<file path="src/rtl/spsc_pkg.sv">
package spsc_pkg;

  // ----------------------------------------
  // power state encoding
  // ----------------------------------------
  typedef enum logic [2:0]
  {
    PWR_WORKING      = 3'h0,
    PWR_STOP_CLOCK   = 3'h1,
    PWR_POS          = 3'h2,
    PWR_SUSP_TO_RAM  = 3'h3,
    PWR_SUSP_TO_DISK = 3'h4
  } spsc_pwr_e;

  // ----------------------------------------
  // throttle timing
  // ----------------------------------------
  localparam int unsigned CLK_FREQ_HZ      = 50_000_000;
  localparam int unsigned THR_RATE_W       = 8;
  localparam int unsigned THR_TICK_NS      = 1_000;
  localparam int unsigned THR_TICK_CYC     = (THR_TICK_NS * (CLK_FREQ_HZ / 1_000_000)) / 1_000;
  localparam int unsigned THR_TICK_W       = 6;

  // ----------------------------------------
  // alert routing select
  // ----------------------------------------
  localparam logic [1:0] ALERT_TO_IRQ    = 2'h0;
  localparam logic [1:0] ALERT_TO_SMI    = 2'h1;
  localparam logic [1:0] ALERT_TO_RESUME = 2'h2;

endpackage

</file>
<file path="src/rtl/spsc_throttle.sv">
`timescale 1ns/10ps
`default_nettype none
module spsc_throttle
(
  input  wire logic                           sysClk,
  input  wire logic                           resetN,
  input  wire logic                           active,
  input  wire logic [spsc_pkg::THR_RATE_W-1:0] rate,
  output logic                                stopPhase
);
  import spsc_pkg::*;

  // ----------------------------------------
  // tick divider and phase toggle
  // ----------------------------------------
  logic [THR_TICK_W-1:0] tickCnt_q, tickCnt_d;
  logic [THR_RATE_W-1:0] rateCnt_q, rateCnt_d;
  logic                  phase_q, phase_d;
  logic                  tick;

  always_comb
  begin
    tickCnt_d = tickCnt_q;
    rateCnt_d = rateCnt_q;
    phase_d   = phase_q;
    tick      = 1'b0;
    if (!active)
    begin
      tickCnt_d = '0;
      rateCnt_d = '0;
      phase_d   = 1'b0;
    end
    else
    begin
      if (tickCnt_q == THR_TICK_W'(THR_TICK_CYC - 1))
      begin
        tickCnt_d = '0;
        tick      = 1'b1;
      end
      else
        tickCnt_d = tickCnt_q + THR_TICK_W'(1);
      if (tick)
      begin
        if (rateCnt_q >= rate)
        begin
          rateCnt_d = '0;
          phase_d   = ~phase_q;
        end
        else
          rateCnt_d = rateCnt_q + THR_RATE_W'(1);
      end
    end
  end

  always_ff @(posedge sysClk)
  begin
    if (!resetN)
    begin
      tickCnt_q <= '0;
      rateCnt_q <= '0;
      phase_q   <= 1'b0;
    end
    else
    begin
      tickCnt_q <= tickCnt_d;
      rateCnt_q <= rateCnt_d;
      phase_q   <= phase_d;
    end
  end

  assign stopPhase = phase_q;

endmodule
`default_nettype wire

</file>
<file path="src/rtl/suspend_plane_status_control.sv">
`timescale 1ns/10ps
`default_nettype none
module suspend_plane_status_control
(
  input  wire logic                           sys_clk,
  input  wire logic                           reset_n,
  input  wire logic                           suspend_well_reset_n,
  input  wire logic [2:0]                     pwrState,
  input  wire logic                           thermalEnable,
  input  wire logic [spsc_pkg::THR_RATE_W-1:0] throttleRate,
  input  wire logic                           thermal_detect_n,
  input  wire logic                           alertEnable,
  input  wire logic [1:0]                     alertRoute,
  input  wire logic                           mgmt_bus_alert_n,
  output logic                                primary_plane_ctl_n,
  output logic                                secondary_plane_ctl_n,
  output logic                                tertiary_plane_ctl_n,
  output logic                                host_clk_status_n,
  output logic                                system_suspend_status_n,
  output logic                                cpu_stop_clock_n,
  output logic                                cache_sram_sleep,
  output logic                                throttleActive,
  output logic                                alertIrq,
  output logic                                alertSmi,
  output logic                                alertResume
);
  import spsc_pkg::*;

  // ----------------------------------------
  // reset combine
  // ----------------------------------------
  logic rstN;
  assign rstN = reset_n & suspend_well_reset_n;

  // ----------------------------------------
  // pin synchronisers
  // ----------------------------------------
  logic [1:0] thermSync_q;
  logic [1:0] thermSync_d;
  logic [1:0] alertSync_q;
  logic [1:0] alertSync_d;
  logic       alertPrev_q;
  logic       alertPrev_d;

  always_comb
  begin
    thermSync_d = {thermSync_q[0], thermal_detect_n};
    alertSync_d = {alertSync_q[0], mgmt_bus_alert_n};
    alertPrev_d = alertSync_q[1];
  end

  always_ff @(posedge sys_clk)
  begin
    if (!rstN)
    begin
      thermSync_q <= 2'h3;
      alertSync_q <= 2'h3;
      alertPrev_q <= 1'b1;
    end
    else
    begin
      thermSync_q <= thermSync_d;
      alertSync_q <= alertSync_d;
      alertPrev_q <= alertPrev_d;
    end
  end

  // ----------------------------------------
  // state decode
  // ----------------------------------------
  spsc_pwr_e state;
  assign state = spsc_pwr_e'(pwrState);

  function automatic logic inSuspend(input spsc_pwr_e s);
    inSuspend = (s == PWR_POS) || (s == PWR_SUSP_TO_RAM) ||
                (s == PWR_SUSP_TO_DISK);
  endfunction

  // ----------------------------------------
  // throttle
  // ----------------------------------------
  logic thrActive;
  logic stopPhase;

  assign thrActive = thermalEnable & ~thermSync_q[1] &
                     (state == PWR_WORKING);

  spsc_throttle spsc_throttle_inst
  (
    .sysClk    (sys_clk),
    .resetN    (rstN),
    .active    (thrActive),
    .rate      (throttleRate),
    .stopPhase (stopPhase)
  );

  // ----------------------------------------
  // alert edge detect
  // ----------------------------------------
  logic alertFall;

  assign alertFall = alertPrev_q & ~alertSync_q[1];

  // ----------------------------------------
  // plane and status registers
  // ----------------------------------------
  logic prim_q;
  logic prim_d;
  logic sec_q;
  logic sec_d;
  logic ter_q;
  logic ter_d;
  logic hcs_q;
  logic hcs_d;
  logic sss_q;
  logic sss_d;

  always_comb
  begin
    prim_d = ~inSuspend(state);
    sec_d  = ~((state == PWR_SUSP_TO_RAM) ||
               (state == PWR_SUSP_TO_DISK));
    ter_d  = ~(state == PWR_SUSP_TO_DISK);
    hcs_d  = ~(inSuspend(state) || (state == PWR_STOP_CLOCK));
    sss_d  = ~inSuspend(state);
  end

  always_ff @(posedge sys_clk)
  begin
    if (!rstN)
    begin
      prim_q <= 1'b0;
      sec_q  <= 1'b0;
      ter_q  <= 1'b0;
      hcs_q  <= 1'b0;
      sss_q  <= 1'b0;
    end
    else
    begin
      prim_q <= prim_d;
      sec_q  <= sec_d;
      ter_q  <= ter_d;
      hcs_q  <= hcs_d;
      sss_q  <= sss_d;
    end
  end

  // ----------------------------------------
  // clock stop and cache sleep registers
  // ----------------------------------------
  logic stp_q;
  logic stp_d;
  logic sleep_q;
  logic sleep_d;
  logic thr_q;
  logic thr_d;

  always_comb
  begin
    stp_d   = ~((state == PWR_STOP_CLOCK) || (thrActive & stopPhase));
    sleep_d = (state == PWR_STOP_CLOCK);
    thr_d   = thrActive;
  end

  always_ff @(posedge sys_clk)
  begin
    if (!rstN)
    begin
      stp_q   <= 1'b1;
      sleep_q <= 1'b0;
      thr_q   <= 1'b0;
    end
    else
    begin
      stp_q   <= stp_d;
      sleep_q <= sleep_d;
      thr_q   <= thr_d;
    end
  end

  // ----------------------------------------
  // alert pulse registers
  // ----------------------------------------
  logic irq_q;
  logic irq_d;
  logic smi_q;
  logic smi_d;
  logic rsm_q;
  logic rsm_d;

  always_comb
  begin
    irq_d = alertEnable & alertFall & (alertRoute == ALERT_TO_IRQ);
    smi_d = alertEnable & alertFall & (alertRoute == ALERT_TO_SMI);
    rsm_d = alertEnable & alertFall & (alertRoute == ALERT_TO_RESUME);
  end

  always_ff @(posedge sys_clk)
  begin
    if (!rstN)
    begin
      irq_q <= 1'b0;
      smi_q <= 1'b0;
      rsm_q <= 1'b0;
    end
    else
    begin
      irq_q <= irq_d;
      smi_q <= smi_d;
      rsm_q <= rsm_d;
    end
  end

  // ----------------------------------------
  // output drive
  // ----------------------------------------
  assign primary_plane_ctl_n     = prim_q;
  assign secondary_plane_ctl_n   = sec_q;
  assign tertiary_plane_ctl_n    = ter_q;
  assign host_clk_status_n       = hcs_q;
  assign system_suspend_status_n = sss_q;
  assign cpu_stop_clock_n        = stp_q;
  assign cache_sram_sleep        = sleep_q;
  assign throttleActive          = thr_q;
  assign alertIrq                = irq_q;
  assign alertSmi                = smi_q;
  assign alertResume             = rsm_q;

endmodule
`default_nettype wire

</file>
<file path="config.mk">
export PLATFORM = sky130hd
export DESIGN_NAME = suspend_plane_status_control
export DESIGN_NICKNAME = d
export VERILOG_FILES = /design/src/rtl/spsc_pkg.sv /design/src/rtl/spsc_throttle.sv /design/src/rtl/suspend_plane_status_control.sv
export SDC_FILE = /design/constraint.sdc
export NUM_CORES = 1
export LEC_CHECK = 0
export BUFFER_PORTS_ARGS = -buffer_cell sky130_fd_sc_hd__buf_2
export CORE_ASPECT_RATIO = 1.75
export CORE_MARGIN = 2
export CORE_UTILIZATION = 50
export CTS_BUF_LIST = sky130_fd_sc_hd__clkbuf_16
export DETAILED_ROUTE_END_ITERATION = 10
export PLACE_DENSITY_LB_ADDON = 0.05
export RECOVER_POWER = 50
export SYNTH_ARGS = -nofsm -noshare
export SYNTH_HDL_FRONTEND = slang
export SYNTH_SLANG_ARGS = --single-unit
</file>
<file path="constraint.sdc">
create_clock -name sys_clk -period 3.7 [get_ports sys_clk]
set_input_delay 0.555 -clock sys_clk [delete_from_list [all_inputs] [get_ports sys_clk]]
set_output_delay 0.555 -clock sys_clk [all_outputs]
set_load 0.02 [all_outputs]
</file>
==> flow_metrics.tcl <==
set metrics [dict create \
    netlist.area_leader.share_pct 44.7 \
    grt_start_max_net_pins 16 \
    die_area_um2 3130 \
    async_flop_share_pct 0 \
    power.leakage_nw 0.706 \
    clkPwrFrac_pct 50.5 \
    place_ws_ps 1290 \
    finalCriticalPeriod_ps 2110 \
    vias 1108 \
    synth_nets 180 \
    whs_ps 406 \
    grt_pass1_vias 1108 \
    rsz0062_at_grt "false" \
    boundaryPins 31 \
    dp_cells 202 \
    finalSetupViolCount 0 \
    seqPwrFrac_pct 45.0 \
    fin_cells 210 \
    ff2ff_setup_slack_ps 1590 \
    ys_ff_latch 30 \
    p_switching_w 0.000147 \
    port_buffers 30 \
    max_freq_mhz 473 \
    routedWlPerCell_um 12.1 \
    status "finished, final reports clean" \
    yosysSeqAreaShare_pct 44.7 \
    required_ps 3890 \
    nets 214 \
    crit_fanout 10 \
    post_cts_buffers 0 \
    initial_utilization_pct 53.3 \
    layout-drive-gt1-share_pct 19.0 \
    final.period_utilization_pct 57.1 \
    holdPathEnd "alertSync_q[1]$_SDFF_PN1_" \
    viasPerCell 5.28 \
    holdBufCountCts 0 \
    cp-start-kind "flip-flop" \
    grt_usage_pct 18.8 \
    hold_path_depth 1 \
    synthTopCellsByCount "dfxtp_1, inv_1, nand2_1, nor2_1, ha_1" \
    r2r_start "spsc_throttle_inst.rateCnt_q[2]$_SDFFE_PP0P_" \
    hold_viol_final 0 \
    antenna_found_initial 0 \
    clkTransAtPathRegs_ps 50 \
    powerDensity_nw_per_um2 449 \
    routabilityCongestion 0.766 \
    multi_input_area_um2 661 \
    synth_largest_area_cell "dfxtp_1" \
    rows 24 \
    yosys_warnings 0 \
    yosysMostFrequentCell "dfxtp_1" \
    numCtsBuffers 5 \
    post-route-util_pct 64.6 \
    drtIter0Drc 10 \
    insertion_delay_ps 270 \
    yosys_most_used_dff "dfxtp_1" \
    synth_area_um2 1340 \
    seq_area_um2 601 \
    wirelength_um 2550 \
    ant_nets 0 \
    avgSynthCellArea_um2 9.02 \
    setup_tns_ps 0 \
    relSlewSlack_pct 57.7 \
    synth_cell_types 38 \
    hp-class "flip-flop to flip-flop" \
    p_int_w 0.000585 \
    synth_edf_count 0 \
    core_area_um2 2520 \
    drc 0 \
    clock-skew-final_ps 4.95 \
    finalMaxSlewViolations 0 \
    h-tree-depth 2 \
    cts_resized 0 \
    r2r_cells 7 \
    dp_hpwl_um 1990 \
    cts_root_buf "clkbuf_16" \
    setup_ws_ps 1590 \
    synth.top_cells.by_area "dfxtp_1, ha_1, inv_1" \
    n_antenna_cell 0 \
    worstHoldStart "alertSync_q[0]$_SDFF_PN1_" \
    gr-total-overflow 0 \
    cp.arrival_ps 2300 \
    worst_pin_slew_ps 633 \
    fill_cells 227 \
    cts_buffer_depth 2 \
    maxCapViolCount 0 \
    power_frac_comb_pct 4.5 \
    swShare_pct 20.1 \
    die_w_um 43.2 \
    grt_pass1_wl_um 4520 \
    cts_sinks 30 \
    r2r-end "spsc_throttle_inst.rateCnt_q[7]$_SDFFE_PP0P_" \
    die_h_um 72.6 \
    worst-setup-path-type "flip-flop to flip-flop" \
    first_pass_iters 4 \
    netlist_instances 149 \
    cp-end-kind "flip-flop" \
    ir_worst_vdd_uv 454 \
    cts_tree "done" \
    area_growth_pct 21.3 \
]
power groups by stage:
stage	combinational (W)	clock (W)	sequential, W
2_1_floorplan	0.0000139	0	0.000339
3_3_place_gp	0.0000325	0	0.000335
3_5_place_dp	0.0000340	0	0.000335
4_1_cts	0.0000342	0.000379	0.000329
5_1_grt	0.0000374	0.000395	0.000329
6_report	0.0000330	0.000370	0.000329
stage by stage:
stage	instance area [µm²]	power, W
floorplan	1340	0.000353
global placement	1500	0.000368
detailed placement	1500	0.000369
CTS	1640	0.000742
global route	1630	0.000761
finish	1630	0.000732
final cells by class:
type / count / area share, %
Clock buffer: 5 / 7.67
Sequential cell: 30 / 36.8
Multi-Input combinational cell: 100 / 40.5
Tap cell: 26 / 2.00
Timing Repair Buffer: 30 / 8.52
Clock inverter: 3 / 0.767
Inverter: 16 / 3.68
flip-flops by register name, indices dropped and copies added, names as in the netlist:
signal / count
host_clk_status_n: 1
secondary_plane_ctl_n: 1
alertIrq: 1
throttleActive: 1
system_suspend_status_n: 1
tertiary_plane_ctl_n: 1
alertSmi: 1
spsc_throttle_inst.stopPhase: 1
spsc_throttle_inst.tickCnt_q: 6
alertSync_q: 2
cpu_stop_clock_n: 1
alertPrev_q: 1
alertResume: 1
thermSync_q: 2
spsc_throttle_inst.rateCnt_q: 8
cache_sram_sleep: 1
cells by family after synthesis:
group,Yosys count,synth area share [%]
adder cells (fa/ha/maj),11,10.2
buffers and inverters,19,6.14
AO/OA/AOI/OAI,23,10.3
flip-flops,30,44.7
XOR/XNOR,5,3.26
AND/OR/NAND/NOR,60,24.5
multiplexers,1,0.838
layer usage:
layer  wire length (µm)  global-route usage, %  vias to the layer above
li1                   -                      -                      570
met1                960                   19.0                      499
met2               1390                   34.2                       32
met3                144                   6.19                        7
met4                 54                   8.08                        0
met5                  0                      0                        -
layout by cell type (no fill, tap or decap), types with 4 or more instances in the layout:
master	n
a21oi_1	7
a31oi_1	4
buf_2	21
clkbuf_1	9
clkbuf_16	5
dfxtp_1	30
ha_1	11
inv_1	16
nand2_1	12
nand3_1	10
nor2_1	12
o21ai_1	4
or2_2	4
critical path, stage by stage, from the launching register on:
cell     delay (ps)
dfxtp_1         420
ha_1            280
and3_1          180
o21ai_1         110
a31o_1          170
nor2b_1         530
nand3_1         150
a31oi_1         190
how the worst max path moves through the flow:
| stage | start | end | slack [ps] | depth (start not counted) |
|---|---|---|---|---|
| floorplan | throttleRate[2] | spsc_throttle_inst.rateCnt_q[6]$_SDFFE_PP0P_ | 1660 | 8 |
| global placement | throttleRate[2] | spsc_throttle_inst.rateCnt_q[3]$_SDFFE_PP0P_ | 1400 | 9 |
| detailed placement | throttleRate[1] | spsc_throttle_inst.rateCnt_q[7]$_SDFFE_PP0P_ | 1290 | 9 |
| CTS | spsc_throttle_inst.rateCnt_q[2]$_SDFFE_PP0P_ | spsc_throttle_inst.rateCnt_q[7]$_SDFFE_PP0P_ | 1570 | 7 |
| global route | spsc_throttle_inst.rateCnt_q[2]$_SDFFE_PP0P_ | spsc_throttle_inst.rateCnt_q[7]$_SDFFE_PP0P_ | 1320 | 7 |
| finish | spsc_throttle_inst.rateCnt_q[2]$_SDFFE_PP0P_ | spsc_throttle_inst.rateCnt_q[7]$_SDFFE_PP0P_ | 1590 | 7 |
Note: power is estimated with default switching activity, not from simulation.
